[src/verilog/mpdt_pkg.sv]
// shared constants, types and helpers of the memory/bus block-transfer engine
package mpdt_pkg;
    // ------------------------------------------------------------
    // sizes
    // ------------------------------------------------------------
    localparam int unsigned DEPTH = 8;
    localparam int unsigned PTR_W = 3;
    localparam int unsigned CNT_W = 4;
    localparam int unsigned WORDS_W = 19;
    localparam logic [CNT_W-1:0] FULL_CNT = 4'h8;
    localparam logic [CNT_W-1:0] HALF_CNT = 4'h4;
    localparam logic [CNT_W-1:0] ILV_CNT = 4'h1;
    localparam logic [3:0] BE_ALL = 4'hF;
    localparam logic [31:0] WORD_STEP = 32'h0000_0004;
    localparam logic [31:0] ZERO_WORD = 32'h0000_0000;
    // ------------------------------------------------------------
    // register byte offsets
    // ------------------------------------------------------------
    localparam logic [7:0] OFS_CTRL1 = 8'h38;
    localparam logic [7:0] OFS_MADDR1 = 8'h3C;
    localparam logic [7:0] OFS_BADDR1 = 8'h40;
    localparam logic [7:0] OFS_CTRL2 = 8'h44;
    localparam logic [7:0] OFS_MADDR2 = 8'h48;
    localparam logic [7:0] OFS_BADDR2 = 8'h4C;
    localparam logic [7:0] OFS_WREM = 8'h64;
    localparam logic [7:0] OFS_CURM = 8'h68;
    localparam logic [7:0] OFS_CURB = 8'h6C;
    localparam logic [7:0] OFS_BERR = 8'h70;
    localparam logic [7:0] OFS_ISTAT = 8'h74;
    // ------------------------------------------------------------
    // control and status word fields
    // ------------------------------------------------------------
    localparam int unsigned B_DRST = 24;
    localparam int unsigned B_MIO = 25;
    localparam int unsigned B_INC = 26;
    localparam int unsigned B_SU = 27;
    localparam int unsigned B_GO = 28;
    localparam int unsigned B_DIR = 29;
    localparam int unsigned B_IE = 30;
    localparam logic [31:0] CTRL_MASK = 32'h7FFF_FFFF;
    localparam logic [31:0] CTRL_LIVE = 32'h0900_0000;
    localparam int unsigned IST_W = 6;
    localparam int unsigned IST_DONE1 = 1;
    localparam int unsigned IST_DONE2 = 2;
    localparam int unsigned IST_BERR = 5;
    // ------------------------------------------------------------
    // types
    // ------------------------------------------------------------
    typedef struct packed {
        logic [31:0] data;
        logic [3:0] be;
    } mpdt_word_s;
    typedef struct packed {
        logic [31:0] ctrl;
        logic [31:0] maddr;
        logic [31:0] baddr;
    } mpdt_set_s;
    typedef enum logic [1:0] {
        ST_IDLE = 2'b00,
        ST_RUN = 2'b01,
        ST_FIN = 2'b11,
        ST_ERR = 2'b10
    } mpdt_state_e;
    // ------------------------------------------------------------
    // helpers
    // ------------------------------------------------------------
    function automatic logic [31:0] merge_be(input logic [31:0] o, input logic [31:0] w, input logic [3:0] be);
        logic [31:0] r;
        r = o;
        for (int i = 0; i < 4; i++) begin
            if (be[i]) begin
                r[8*i +: 8] = w[8*i +: 8];
            end
        end
        return r;
    endfunction
    // a running set only lets reset and suspend through
    function automatic logic [31:0] ctrl_wr(input logic [31:0] o, input logic [31:0] w, input logic [3:0] be);
        logic [31:0] m;
        m = merge_be(o, w, be) & CTRL_MASK;
        return o[B_GO] ? ((o & ~CTRL_LIVE) | (m & CTRL_LIVE)) : m;
    endfunction
    // size 0 means one megabyte
    function automatic logic [WORDS_W-1:0] word_count(input logic [1:0] a, input logic [19:0] size);
        logic [21:0] tot;
        tot = ((size == 20'h0_0000) ? 22'h10_0000 : {2'b00, size}) + {20'h0_0000, a} + 22'h00_0003;
        return tot[20:2];
    endfunction
    function automatic logic [3:0] last_be(input logic [1:0] a, input logic [19:0] size);
        logic [1:0] e;
        e = a + size[1:0];
        return (e == 2'b00) ? BE_ALL : ~(BE_ALL << e);
    endfunction
endpackage

[src/verilog/mpdt_top.sv]
// two-set block-transfer engine between local memory and the bus master port
// Function
// RL1: two register sets, one programmable while other runs
// RL2: one eight-word staging buffer, both directions
// RL3: unaligned start and length in both directions
// RL4: software programs addresses, direction and enable first
// RL5: engine arbitrates and finishes without processor help
// RL6: only local register writes start transfers
// RL7: direction bit one moves bus to memory
// RL8: bus-to-memory starts by requesting the bus
// RL9: memory requested once four words buffered
// RL10: full buffer releases filler until four remain
// RL11: memory-to-bus starts by loading memory words
// RL12: interleaved base memory requests bus after one
// RL13: other memory waits for four words first
// RL14: drain fast, refill, release memory when full
// RL15: empty buffer mid-burst ends burst with disconnect
// RL16: after disconnect refill and re-request at threshold
// RL17: fetching stops at count, draining continues
// RL18: completion flags set, interrupts, starts other set
// RL19: abort resets channel, records type, interrupts
// RL20: hardware clears start bit, software zero ignored
// RL21: track remaining words and current addresses
// RL22: byte enables trim partial first and last
`timescale 1ns/1ps
module mpdt_top (
    // clock and reset
    input wire logic CLOCK,
    input wire logic RST_B,
    // register bus
    input wire logic [7:0] AVS_ADDRESS,
    input wire logic AVS_READ,
    input wire logic AVS_WRITE,
    input wire logic [3:0] AVS_BYTEENABLE,
    input wire logic [31:0] AVS_WRITEDATA,
    output logic [31:0] AVS_READDATA,
    output logic AVS_WAITREQUEST,
    // local memory controller
    input wire logic MEM_ILV,
    input wire logic MEM_ACK,
    input wire logic [31:0] MEM_RDATA,
    output logic MEM_REQ,
    output logic MEM_WE,
    output logic [31:0] MEM_ADDR,
    output logic [3:0] MEM_BE,
    output logic [31:0] MEM_WDATA,
    // bus master side, link clock domain
    input wire logic PCI_CLK,
    input wire logic BUS_GNT,
    input wire logic BUS_ACK,
    input wire logic [1:0] BUS_ABORT,
    input wire logic [31:0] BUS_RDATA,
    output logic BUS_REQ,
    output logic BUS_FRAME,
    output logic BUS_WRITE,
    output logic BUS_MEM,
    output logic BUS_LAST,
    output logic [31:0] BUS_ADDR,
    output logic [3:0] BUS_BE,
    output logic [31:0] BUS_WDATA,
    // processor interrupt
    output logic INT_N
);
    // ------------------------------------------------------------
    // state
    // ------------------------------------------------------------
    typedef struct packed {
        mpdt_pkg::mpdt_set_s [1:0] sets;
        logic ack;
        logic [31:0] rdata;
        mpdt_pkg::mpdt_state_e st;
        logic act;
        logic dir;
        logic ilv;
        logic inc;
        logic mio;
        logic first;
        logic hold;
        logic dst_own;
        logic disc;
        logic [mpdt_pkg::WORDS_W-1:0] fill_left;
        logic [mpdt_pkg::WORDS_W-1:0] drain_left;
        logic [31:0] mem_addr;
        logic [31:0] bus_addr;
        logic [3:0] be_first;
        logic [3:0] be_last;
        logic [1:0] berr;
        logic [mpdt_pkg::IST_W-1:0] istat;
        logic irq;
        logic pclk1;
        logic pclk2;
        logic pclk3;
        logic gnt1;
        logic gnt2;
        logic ack1;
        logic ack2;
        logic [1:0] abt1;
        logic [1:0] abt2;
        logic [31:0] rd1;
        logic [31:0] rd2;
    } mpdt_top_s;

    localparam int unsigned WORDS_W = mpdt_pkg::WORDS_W;

    mpdt_top_s s;
    mpdt_top_s next_s;
    logic [1:0] rst_q;
    logic rst_b;
    logic run;
    logic full;
    logic empty;
    logic src_req;
    logic dst_req;
    logic mem_x;
    logic bus_x;
    logic push;
    logic pop;
    logic pedge;
    logic go_act;
    logic [mpdt_pkg::CNT_W-1:0] thr;
    logic [mpdt_pkg::CNT_W-1:0] cnt;
    logic [mpdt_pkg::IST_W-1:0] ist_set;
    logic [mpdt_pkg::IST_W-1:0] ist_clr;
    logic nxt;
    logic [31:0] c_act;
    mpdt_pkg::mpdt_word_s din;
    mpdt_pkg::mpdt_word_s head;

    // ------------------------------------------------------------
    // reset release
    // ------------------------------------------------------------
    always_ff @(posedge CLOCK or negedge RST_B) begin
        if (!RST_B) begin
            rst_q <= 2'b00;
        end else begin
            rst_q <= {rst_q[0], 1'b1};
        end
    end
    assign rst_b = rst_q[1];

    mpdt_fifo u_fifo ( // [RL2]
        .clk(CLOCK),
        .rst_b(rst_b),
        .clr(s.st != mpdt_pkg::ST_RUN),
        .push(push),
        .pop(pop),
        .din(din),
        .head(head),
        .count(cnt)
    );

    // ------------------------------------------------------------
    // next state
    // ------------------------------------------------------------
    always_comb begin
        next_s = s;
        next_s.disc = 1'b0;
        ist_set = '0;
        ist_clr = '0;
        // link inputs cross through two stages before use
        next_s.pclk1 = PCI_CLK;
        next_s.pclk2 = s.pclk1;
        next_s.pclk3 = s.pclk2;
        next_s.gnt1 = BUS_GNT;
        next_s.gnt2 = s.gnt1;
        next_s.ack1 = BUS_ACK;
        next_s.ack2 = s.ack1;
        next_s.abt1 = BUS_ABORT;
        next_s.abt2 = s.abt1;
        next_s.rd1 = BUS_RDATA;
        next_s.rd2 = s.rd1;
        pedge = s.pclk2 & ~s.pclk3;

        // one wait state on every access
        next_s.ack = (AVS_READ | AVS_WRITE) & ~s.ack;
        if (AVS_READ & ~s.ack) begin
            case (AVS_ADDRESS)
                mpdt_pkg::OFS_CTRL1: next_s.rdata = s.sets[0].ctrl;
                mpdt_pkg::OFS_MADDR1: next_s.rdata = s.sets[0].maddr;
                mpdt_pkg::OFS_BADDR1: next_s.rdata = s.sets[0].baddr;
                mpdt_pkg::OFS_CTRL2: next_s.rdata = s.sets[1].ctrl;
                mpdt_pkg::OFS_MADDR2: next_s.rdata = s.sets[1].maddr;
                mpdt_pkg::OFS_BADDR2: next_s.rdata = s.sets[1].baddr;
                mpdt_pkg::OFS_WREM: next_s.rdata = 32'(s.drain_left); // [RL21]
                mpdt_pkg::OFS_CURM: next_s.rdata = s.mem_addr;
                mpdt_pkg::OFS_CURB: next_s.rdata = s.bus_addr;
                mpdt_pkg::OFS_BERR: next_s.rdata = 32'(s.berr);
                mpdt_pkg::OFS_ISTAT: next_s.rdata = 32'(s.istat);
                default: next_s.rdata = mpdt_pkg::ZERO_WORD;
            endcase
        end
        // starting is reachable from this port alone [RL6]
        if (AVS_WRITE & s.ack) begin
            for (int k = 0; k < 2; k++) begin
                if (AVS_ADDRESS == (k == 0 ? mpdt_pkg::OFS_CTRL1 : mpdt_pkg::OFS_CTRL2)) begin
                    next_s.sets[k].ctrl = mpdt_pkg::ctrl_wr(s.sets[k].ctrl, AVS_WRITEDATA, AVS_BYTEENABLE); // [RL1] [RL20]
                end
                if (!s.sets[k].ctrl[mpdt_pkg::B_GO]) begin
                    if (AVS_ADDRESS == (k == 0 ? mpdt_pkg::OFS_MADDR1 : mpdt_pkg::OFS_MADDR2)) begin
                        next_s.sets[k].maddr = mpdt_pkg::merge_be(s.sets[k].maddr, AVS_WRITEDATA, AVS_BYTEENABLE);
                    end
                    if (AVS_ADDRESS == (k == 0 ? mpdt_pkg::OFS_BADDR1 : mpdt_pkg::OFS_BADDR2)) begin
                        next_s.sets[k].baddr = mpdt_pkg::merge_be(s.sets[k].baddr, AVS_WRITEDATA, AVS_BYTEENABLE);
                    end
                end
            end
            if (AVS_ADDRESS == mpdt_pkg::OFS_ISTAT && AVS_BYTEENABLE[0]) begin
                ist_clr = AVS_WRITEDATA[mpdt_pkg::IST_W-1:0];
            end
        end

        // ---- datapath handshakes ----
        c_act = s.sets[s.act].ctrl;
        go_act = c_act[mpdt_pkg::B_GO];
        run = (s.st == mpdt_pkg::ST_RUN) & ~c_act[mpdt_pkg::B_SU];
        full = cnt == mpdt_pkg::FULL_CNT;
        empty = cnt == '0;
        thr = (~s.dir & s.ilv) ? mpdt_pkg::ILV_CNT : mpdt_pkg::HALF_CNT; // [RL12] [RL13] [RL9]
        src_req = run & (s.fill_left != '0) & ~s.hold & ~full; // [RL10] [RL17]
        dst_req = run & s.dst_own & ~empty;
        mem_x = (s.dir ? dst_req : src_req) & MEM_ACK;
        bus_x = (s.dir ? src_req : dst_req) & s.gnt2 & s.ack2 & pedge;
        push = s.dir ? bus_x : mem_x; // [RL8] [RL11]
        pop = s.dir ? mem_x : bus_x; // [RL14]
        din.data = s.dir ? s.rd2 : MEM_RDATA;
        din.be = (s.first ? s.be_first : mpdt_pkg::BE_ALL)
            & ((s.fill_left == WORDS_W'(1)) ? s.be_last : mpdt_pkg::BE_ALL); // [RL22] [RL3]

        nxt = go_act ? s.act : ~s.act; // [RL18]
        case (s.st)
            mpdt_pkg::ST_IDLE: begin
                for (int k = 0; k < 2; k++) begin
                    if (s.sets[k].ctrl[mpdt_pkg::B_DRST]) begin
                        next_s.sets[k].ctrl[mpdt_pkg::B_DRST] = 1'b0;
                        next_s.sets[k].ctrl[mpdt_pkg::B_GO] = 1'b0;
                    end
                end
                if (s.sets[nxt].ctrl[mpdt_pkg::B_GO] & ~s.sets[nxt].ctrl[mpdt_pkg::B_DRST]) begin // [RL5]
                    next_s.act = nxt;
                    next_s.dir = s.sets[nxt].ctrl[mpdt_pkg::B_DIR]; // [RL7]
                    next_s.inc = s.sets[nxt].ctrl[mpdt_pkg::B_INC];
                    next_s.mio = s.sets[nxt].ctrl[mpdt_pkg::B_MIO];
                    next_s.ilv = MEM_ILV;
                    next_s.mem_addr = {s.sets[nxt].maddr[31:2], 2'b00};
                    next_s.bus_addr = {s.sets[nxt].baddr[31:2], 2'b00};
                    next_s.fill_left = mpdt_pkg::word_count(s.sets[nxt].maddr[1:0], s.sets[nxt].ctrl[19:0]);
                    next_s.drain_left = next_s.fill_left;
                    next_s.be_first = mpdt_pkg::BE_ALL << s.sets[nxt].maddr[1:0]; // [RL3]
                    next_s.be_last = mpdt_pkg::last_be(s.sets[nxt].maddr[1:0], s.sets[nxt].ctrl[19:0]);
                    next_s.first = 1'b1;
                    next_s.hold = 1'b0;
                    next_s.dst_own = 1'b0;
                    next_s.st = mpdt_pkg::ST_RUN;
                end
            end
            mpdt_pkg::ST_RUN: begin
                if (push) begin
                    next_s.fill_left = s.fill_left - WORDS_W'(1); // [RL21]
                    next_s.first = 1'b0;
                end
                if (pop) begin
                    next_s.drain_left = s.drain_left - WORDS_W'(1);
                end
                if (mem_x) begin
                    next_s.mem_addr = s.mem_addr + mpdt_pkg::WORD_STEP;
                end
                if (bus_x & s.inc) begin
                    next_s.bus_addr = s.bus_addr + mpdt_pkg::WORD_STEP;
                end
                // a full buffer parks the filler until half drained
                if (full) begin
                    next_s.hold = 1'b1; // [RL10] [RL14]
                end else if (cnt <= mpdt_pkg::HALF_CNT) begin
                    next_s.hold = 1'b0;
                end
                if (s.dst_own & empty & ~push) begin
                    next_s.dst_own = 1'b0;
                    next_s.disc = ~s.dir & (s.drain_left != '0); // [RL15]
                end else if (cnt >= thr || (s.fill_left == '0 && !empty)) begin
                    next_s.dst_own = 1'b1; // [RL16] [RL9]
                end
                if (c_act[mpdt_pkg::B_DRST]) begin
                    next_s.sets[s.act].ctrl[mpdt_pkg::B_DRST] = 1'b0;
                    next_s.sets[s.act].ctrl[mpdt_pkg::B_GO] = 1'b0;
                    next_s.dst_own = 1'b0;
                    next_s.st = mpdt_pkg::ST_IDLE;
                end else if (s.abt2 != 2'b00) begin
                    next_s.berr = s.abt2; // [RL19]
                    next_s.st = mpdt_pkg::ST_ERR;
                end else if (s.drain_left == '0) begin
                    next_s.st = mpdt_pkg::ST_FIN;
                end
            end
            mpdt_pkg::ST_FIN: begin
                next_s.sets[s.act].ctrl[mpdt_pkg::B_GO] = 1'b0; // [RL20]
                ist_set[s.act ? mpdt_pkg::IST_DONE2 : mpdt_pkg::IST_DONE1] = 1'b1; // [RL18]
                next_s.act = ~s.act;
                next_s.dst_own = 1'b0;
                next_s.st = mpdt_pkg::ST_IDLE;
            end
            mpdt_pkg::ST_ERR: begin
                next_s.sets[s.act].ctrl[mpdt_pkg::B_GO] = 1'b0; // [RL19]
                ist_set[mpdt_pkg::IST_BERR] = 1'b1;
                next_s.act = ~s.act;
                next_s.dst_own = 1'b0;
                next_s.st = mpdt_pkg::ST_IDLE;
            end
            default: begin
                next_s.st = mpdt_pkg::ST_IDLE;
            end
        endcase

        // a flag raised in the clearing cycle survives
        next_s.istat = (s.istat & ~ist_clr) | ist_set;
        next_s.irq = (next_s.istat[mpdt_pkg::IST_DONE1] & s.sets[0].ctrl[mpdt_pkg::B_IE])
            | (next_s.istat[mpdt_pkg::IST_DONE2] & s.sets[1].ctrl[mpdt_pkg::B_IE])
            | (next_s.istat[mpdt_pkg::IST_BERR]
            & (s.sets[0].ctrl[mpdt_pkg::B_IE] | s.sets[1].ctrl[mpdt_pkg::B_IE])); // [RL18] [RL19]
    end

    always_ff @(posedge CLOCK or negedge rst_b) begin
        if (!rst_b) begin
            s <= '0;
        end else begin
            s <= next_s;
        end
    end

    // ------------------------------------------------------------
    // outputs
    // ------------------------------------------------------------
    assign AVS_READDATA = s.rdata;
    assign AVS_WAITREQUEST = (AVS_READ | AVS_WRITE) & ~s.ack;
    assign MEM_REQ = s.dir ? dst_req : src_req;
    assign MEM_WE = s.dir;
    assign MEM_ADDR = s.mem_addr;
    assign MEM_BE = head.be;
    assign MEM_WDATA = head.data;
    assign BUS_REQ = s.dir ? src_req : dst_req;
    assign BUS_FRAME = BUS_REQ & s.gnt2;
    assign BUS_WRITE = ~s.dir;
    assign BUS_MEM = s.mio;
    assign BUS_LAST = s.disc;
    assign BUS_ADDR = s.bus_addr;
    assign BUS_BE = s.dir ? mpdt_pkg::BE_ALL : head.be;
    assign BUS_WDATA = head.data;
    assign INT_N = ~s.irq;
endmodule // mpdt_top

[src/verilog/mpdt_fifo.sv]
// eight-word staging buffer shared by both transfer directions
`timescale 1ns/1ps
module mpdt_fifo (
    // clock and reset
    input wire logic clk,
    input wire logic rst_b,
    // control
    input wire logic clr,
    input wire logic push,
    input wire logic pop,
    // data
    input wire mpdt_pkg::mpdt_word_s din,
    output mpdt_pkg::mpdt_word_s head,
    output logic [mpdt_pkg::CNT_W-1:0] count
);
    typedef struct packed {
        mpdt_pkg::mpdt_word_s [mpdt_pkg::DEPTH-1:0] mem;
        logic [mpdt_pkg::PTR_W-1:0] rp;
        logic [mpdt_pkg::PTR_W-1:0] wp;
        logic [mpdt_pkg::CNT_W-1:0] cnt;
    } mpdt_fifo_s;

    localparam int unsigned CNT_W = mpdt_pkg::CNT_W;

    mpdt_fifo_s s;
    mpdt_fifo_s next_s;
    logic do_push;
    logic do_pop;

    always_comb begin
        next_s = s;
        do_push = push & (s.cnt != mpdt_pkg::FULL_CNT);
        do_pop = pop & (s.cnt != '0);
        if (do_push) begin
            next_s.mem[s.wp] = din;
            next_s.wp = s.wp + 1'b1;
        end
        if (do_pop) begin
            next_s.rp = s.rp + 1'b1;
        end
        next_s.cnt = s.cnt + CNT_W'(do_push) - CNT_W'(do_pop);
        if (clr) begin
            next_s.rp = '0;
            next_s.wp = '0;
            next_s.cnt = '0;
        end
    end

    always_ff @(posedge clk or negedge rst_b) begin
        if (!rst_b) begin
            s <= '0;
        end else begin
            s <= next_s;
        end
    end

    assign head = s.mem[s.rp];
    assign count = s.cnt;
endmodule // mpdt_fifo

[config.mk]
export PLATFORM = sky130hd
export DESIGN_NAME = mpdt_top
export DESIGN_NICKNAME = d
export VERILOG_FILES = /design/src/verilog/mpdt_pkg.sv /design/src/verilog/mpdt_top.sv /design/src/verilog/mpdt_fifo.sv
export SDC_FILE = /design/constraint.sdc
export NUM_CORES = 2
export LEC_CHECK = 0
export ABC_AREA = 0
export BUFFER_PORTS_ARGS = -buffer_cell sky130_fd_sc_hd__buf_2
export CAP_MARGIN = 25
export CORE_MARGIN = 1
export CORE_UTILIZATION = 36
export CTS_CLUSTER_SIZE = 16
export DETAILED_ROUTE_END_ITERATION = 6
export GPL_TIMING_DRIVEN = 0
export PLACE_DENSITY = 0.54
export SYNTH_ARGS = -nofsm -noshare
export SYNTH_HDL_FRONTEND = slang
export SYNTH_SLANG_ARGS = --single-unit
[constraint.sdc]
create_clock -name CLOCK -period 44.4 [get_ports CLOCK]
set_input_delay 2.22 -clock CLOCK [delete_from_list [all_inputs] [get_ports CLOCK]]
set_output_delay 2.22 -clock CLOCK [all_outputs]
set_load 0.02 [all_outputs]
==> metrics.txt <==
# TYPE chip_impl_metric gauge
chip_impl_metric{name="arrival",unit="ns"} 3.94
chip_impl_info{name="post_synth_top_flop",value="sky130_fd_sc_hd__dfrtp_1"} 1
chip_impl_metric{name="report.final.slew_viol_count",unit=""} 0
chip_impl_metric{name="detailedRoute.firstPassIterationCount",unit=""} 7
chip_impl_metric{name="syn_inst",unit=""} 3396
chip_impl_metric{name="synthesis.yosys.warnings",unit=""} 0
chip_impl_metric{name="instances_no_fill",unit=""} 5159
chip_impl_metric{name="wl_per_cell",unit="um"} 27.3
chip_impl_metric{name="reg2reg_depth",unit=""} 19
chip_impl_info{name="worst_setup_path_start_kind",value="register"} 1
chip_impl_metric{name="pwr_density_cell",unit="nW/um^2"} 42.1
chip_impl_info{name="kind_of_capture_point_of_the_worst_setup_path",value="output pin"} 1
chip_impl_metric{name="count_of_routing_violations_after_the_opening_detailed_route_iteration",unit=""} 3565
chip_impl_metric{name="finish.instance_area",unit="um^2"} 42100
chip_impl_metric{name="num-nets-final",unit=""} 3954
chip_impl_metric{name="finish.utilization",unit=""} 0.434
chip_impl_metric{name="dpl.cell_count",unit=""} 4990
chip_impl_metric{name="maxCapViolations",unit=""} 0
chip_impl_metric{name="grt_overflow_total",unit=""} 0
chip_impl_metric{name="numClockSinks",unit=""} 725
chip_impl_metric{name="floorplan.initialDensity",unit=""} 0.365
chip_impl_metric{name="synth_cell_type_count",unit=""} 85
chip_impl_info{name="timing.critical_path.max_delay_family",value="buffers and inverters"} 1
chip_impl_metric{name="num-fill-cells",unit=""} 9514
chip_impl_metric{name="synth.avg_cell_area",unit="um^2"} 10.4
chip_impl_info{name="rr_endpoint",value="s[192]"} 1
chip_impl_metric{name="die_height",unit="um"} 316
chip_impl_metric{name="first_global_vias",unit=""} 29784
chip_impl_metric{name="ys_async_sr_fraction",unit=""} 1.00
chip_impl_metric{name="yosys_register_bits",unit=""} 725
chip_impl_info{name="ctsRootBufferMaster",value="sky130_fd_sc_hd__clkbuf_16"} 1
chip_impl_metric{name="rows",unit=""} 114
chip_impl_metric{name="overall_die_area",unit="um^2"} 99600
chip_impl_metric{name="path_buf_inv",unit=""} 5
chip_impl_metric{name="final.min_clock_period",unit="ns"} 6.16
chip_impl_metric{name="ios",unit=""} 296
chip_impl_info{name="unrepaired_setup_endpoints_after_global_routing",value="false"} 1
chip_impl_metric{name="route.detailed.drc",unit=""} 28
chip_impl_metric{name="cts_buffers",unit=""} 85
chip_impl_info{name="cts_tree",value="built"} 1
chip_impl_metric{name="hold_violations",unit=""} 0
chip_impl_metric{name="core-area",unit="um^2"} 97000
chip_impl_metric{name="max-clock-path-buffers",unit=""} 3
chip_impl_metric{name="ir_drop",unit="V"} 0.0000249
chip_impl_metric{name="timing.critical_path.fanout_max",unit=""} 10
chip_impl_metric{name="r2r_setup_slack",unit="ns"} 38.60
chip_impl_metric{name="cpPeakStageDelay",unit="ns"} 0.75
chip_impl_metric{name="slew_limit_headroom",unit=""} 0.180
chip_impl_info{name="run_status",value="finished, violations left"} 1
chip_impl_metric{name="dpl_worst_slack",unit="ns"} 38.66
chip_impl_info{name="failed_checks",value="DRC"} 1
chip_impl_metric{name="ctsResizeCount",unit=""} 0
chip_impl_metric{name="highest_clock_frequency_the_design_can_meet",unit="MHz"} 162
chip_impl_info{name="timing.rr.start",value="s[330]"} 1
chip_impl_metric{name="route.vias.total",unit=""} 30166
chip_impl_metric{name="synth.cell_area",unit="um^2"} 35400
chip_impl_metric{name="finalWirelength",unit="um"} 141000
chip_impl_metric{name="grt_usage",unit=""} 0.282
chip_impl_metric{name="antenna_violations_before_repair",unit=""} 5
chip_impl_metric{name="place.port_buffers",unit=""} 286
chip_impl_metric{name="maximum_number_of_pins_on_one_net_before_global_route_repair",unit=""} 64
chip_impl_metric{name="setup_tns",unit="ns"} 0
chip_impl_metric{name="dr_vias_cell",unit=""} 5.85
chip_impl_metric{name="synth_enable_flop_cells",unit=""} 0
chip_impl_metric{name="place.detailed.hpwl",unit="um"} 101000
chip_impl_metric{name="hold_buffers",unit=""} 0
chip_impl_metric{name="drive_above_1_share",unit=""} 0.262
chip_impl_metric{name="synth_seq_area_share",unit=""} 0.512
chip_impl_metric{name="placed_area",unit="um^2"} 39000
chip_impl_info{name="timing.critical_path.cells",value="clkbuf_1 -> buf_1 -> clkbuf_1 -> mux4_2 -> mux2_2 -> buf_4 -> buf_2"} 1
chip_impl_metric{name="finalCritPeriodShare",unit=""} 0.139
chip_impl_metric{name="fin_worst_skew",unit="ns"} 0.0313
chip_impl_metric{name="clk_transition_reported_paths",unit="ns"} 0.06
chip_impl_metric{name="area_delta_synth_final",unit="%"} 18.9
chip_impl_metric{name="final.hold.worst_slack",unit="ns"} 0.248
chip_impl_metric{name="crit_required",unit="ns"} 42.18
chip_impl_info{name="worst_hold_path_type",value="reg2async"} 1
chip_impl_metric{name="worst_slew_pin_slew",unit="ns"} 1.23
chip_impl_metric{name="antennaDiodeCount",unit=""} 0
chip_impl_metric{name="report.final.setup_viol",unit=""} 0
chip_impl_metric{name="global_route_wire_length_before_repair",unit="um"} 206000
chip_impl_metric{name="power.total",unit="mW"} 1.77
chip_impl_info{name="timing_worst_setup_path_type",value="reg2out"} 1
chip_impl_metric{name="final_critical_path_setup_slack",unit="ns"} 38.24
chip_impl_metric{name="ant_nets",unit=""} 0
chip_impl_metric{name="worst_skew_pair.late_latency",unit="ns"} 0.68
chip_impl_info{name="slowest_cp_cell",value="sky130_fd_sc_hd__clkbuf_1"} 1
chip_impl_metric{name="gp_congestion",unit=""} 1.02
chip_impl_metric{name="cts-htree-levels",unit=""} 3
chip_impl_metric{name="die_w",unit="um"} 316
chip_impl_metric{name="cts.repair_timing.setup_buffer_count",unit=""} 0
chip_impl_info{name="crit_top_cell",value="sky130_fd_sc_hd__clkbuf_1"} 1
chip_impl_metric{name="power.static_leakage",unit="nW"} 19.2
==> registers in the layout (all words and copies together) (netlist names), 2 cells and up <==
signal        cells
BUS_ADDR         30
MEM_ADDR         30
AVS_READDATA     32
next_s           38
u_fifo.count      4
u_fifo.s        294
s               292
rst_q             2
==> per-layer routing <==
| layer | track usage | wire (um) |
|---|---|---|
| met1 | 0.365 | 56200 |
| met5 | 0 | 66 |
| met2 | 0.441 | 64300 |
| met4 | 0.148 | 7870 |
| met3 | 0.0653 | 12500 |
==> cell families (layout without fill, tap and decap cells) <==
| kind of cell | after synthesis | in the layout | synth area share |
|---|---|---|---|
| mux | 373 | 373 | 0.139 |
| compound gates | 905 | 905 | 0.154 |
| other cells | 2 | 5 | 0.000212 |
| buf+inv | 370 | 854 | 0.0573 |
| flops | 725 | 725 | 0.512 |
| simple gates | 974 | 974 | 0.123 |
| fa+ha+maj | 23 | 23 | 0.00855 |
| xor+xnor | 24 | 24 | 0.00594 |
==> cells in the mapped netlist, types with 42 or more instances <==
master / count / area share
sky130_fd_sc_hd__dfrtp_1: 725 / 0.51
sky130_fd_sc_hd__nand2_1: 539 / 0.057
sky130_fd_sc_hd__o21ai_0: 418 / 0.059
sky130_fd_sc_hd__mux2_2: 232 / 0.074
sky130_fd_sc_hd__nor2_1: 185 / 0.020
sky130_fd_sc_hd__a21oi_1: 166 / 0.023
sky130_fd_sc_hd__buf_4: 135 / 0.029
sky130_fd_sc_hd__clkbuf_1: 115 / 0.012
sky130_fd_sc_hd__mux4_2: 72 / 0.046
sky130_fd_sc_hd__mux2i_1: 69 / 0.020
sky130_fd_sc_hd__buf_2: 63 / 0.0089
sky130_fd_sc_hd__a22oi_1: 49 / 0.010
sky130_fd_sc_hd__a31oi_1: 42 / 0.0074
==> layout by cell type (no fill, tap or decap), types with 18 or more instances in the layout <==
| cell type | synthesis | routed |
|---|---|---|
| sky130_fd_sc_hd__a211oi_1 | 18 | 18 |
| sky130_fd_sc_hd__a21oi_1 | 166 | 166 |
| sky130_fd_sc_hd__a222oi_1 | 29 | 29 |
| sky130_fd_sc_hd__a22o_1 | 32 | 32 |
| sky130_fd_sc_hd__a22oi_1 | 49 | 49 |
| sky130_fd_sc_hd__a31oi_1 | 42 | 42 |
| sky130_fd_sc_hd__and3_1 | 27 | 27 |
| sky130_fd_sc_hd__buf_2 | 63 | 351 |
| sky130_fd_sc_hd__buf_4 | 135 | 139 |
| sky130_fd_sc_hd__clkbuf_1 | 115 | 126 |
| sky130_fd_sc_hd__clkbuf_16 | 0 | 85 |
| sky130_fd_sc_hd__clkinv_2 | 0 | 22 |
| sky130_fd_sc_hd__dfrtp_1 | 725 | 724 |
| sky130_fd_sc_hd__ha_1 | 21 | 21 |
| sky130_fd_sc_hd__inv_1 | 36 | 36 |
| sky130_fd_sc_hd__mux2_2 | 232 | 232 |
| sky130_fd_sc_hd__mux2i_1 | 69 | 69 |
| sky130_fd_sc_hd__mux4_2 | 72 | 72 |
| sky130_fd_sc_hd__nand2_1 | 539 | 539 |
| sky130_fd_sc_hd__nand2b_1 | 21 | 21 |
| sky130_fd_sc_hd__nand3_1 | 41 | 41 |
| sky130_fd_sc_hd__nor2_1 | 185 | 183 |
| sky130_fd_sc_hd__nor3_1 | 41 | 41 |
| sky130_fd_sc_hd__nor4_1 | 21 | 20 |
| sky130_fd_sc_hd__o21ai_0 | 418 | 418 |
| sky130_fd_sc_hd__o21ai_1 | 26 | 26 |
| sky130_fd_sc_hd__o22ai_1 | 27 | 27 |
==> worst max-delay path by stage <==
stage	startpoint	to	cells after the start
floorplan	rst_q[1]	AVS_READDATA[0]	0
global placement	rst_q[1]	next_s[17]	0
detailed placement	AVS_ADDRESS[5]	AVS_READDATA[13]	9
CTS	u_fifo.s[8]	MEM_WDATA[24]	7
global route	u_fifo.s[8]	MEM_WDATA[24]	7
finish	u_fifo.s[8]	MEM_WDATA[24]	7
==> area by class of cell <==
class	instances	area, um^2	area share
Sequential cell	725	18100	0.431
Multi-Input combinational cell	2304	15300	0.363
Clock buffer	107	2320	0.0551
Timing Repair Buffer	326	2100	0.0500
Buffer	333	1890	0.0449
Tap cell	1276	1600	0.0379
Clock inverter	51	643	0.0153
Inverter	37	139	0.00330
==> power breakdown <==
| part | switching (mW) | internal [mW] |
|---|---|---|
| clock network | 0.313 | 0.439 |
| logic | 0.203 | 0.0879 |
| registers | 0.0401 | 0.692 |
(Power assumes the default switching activity.)
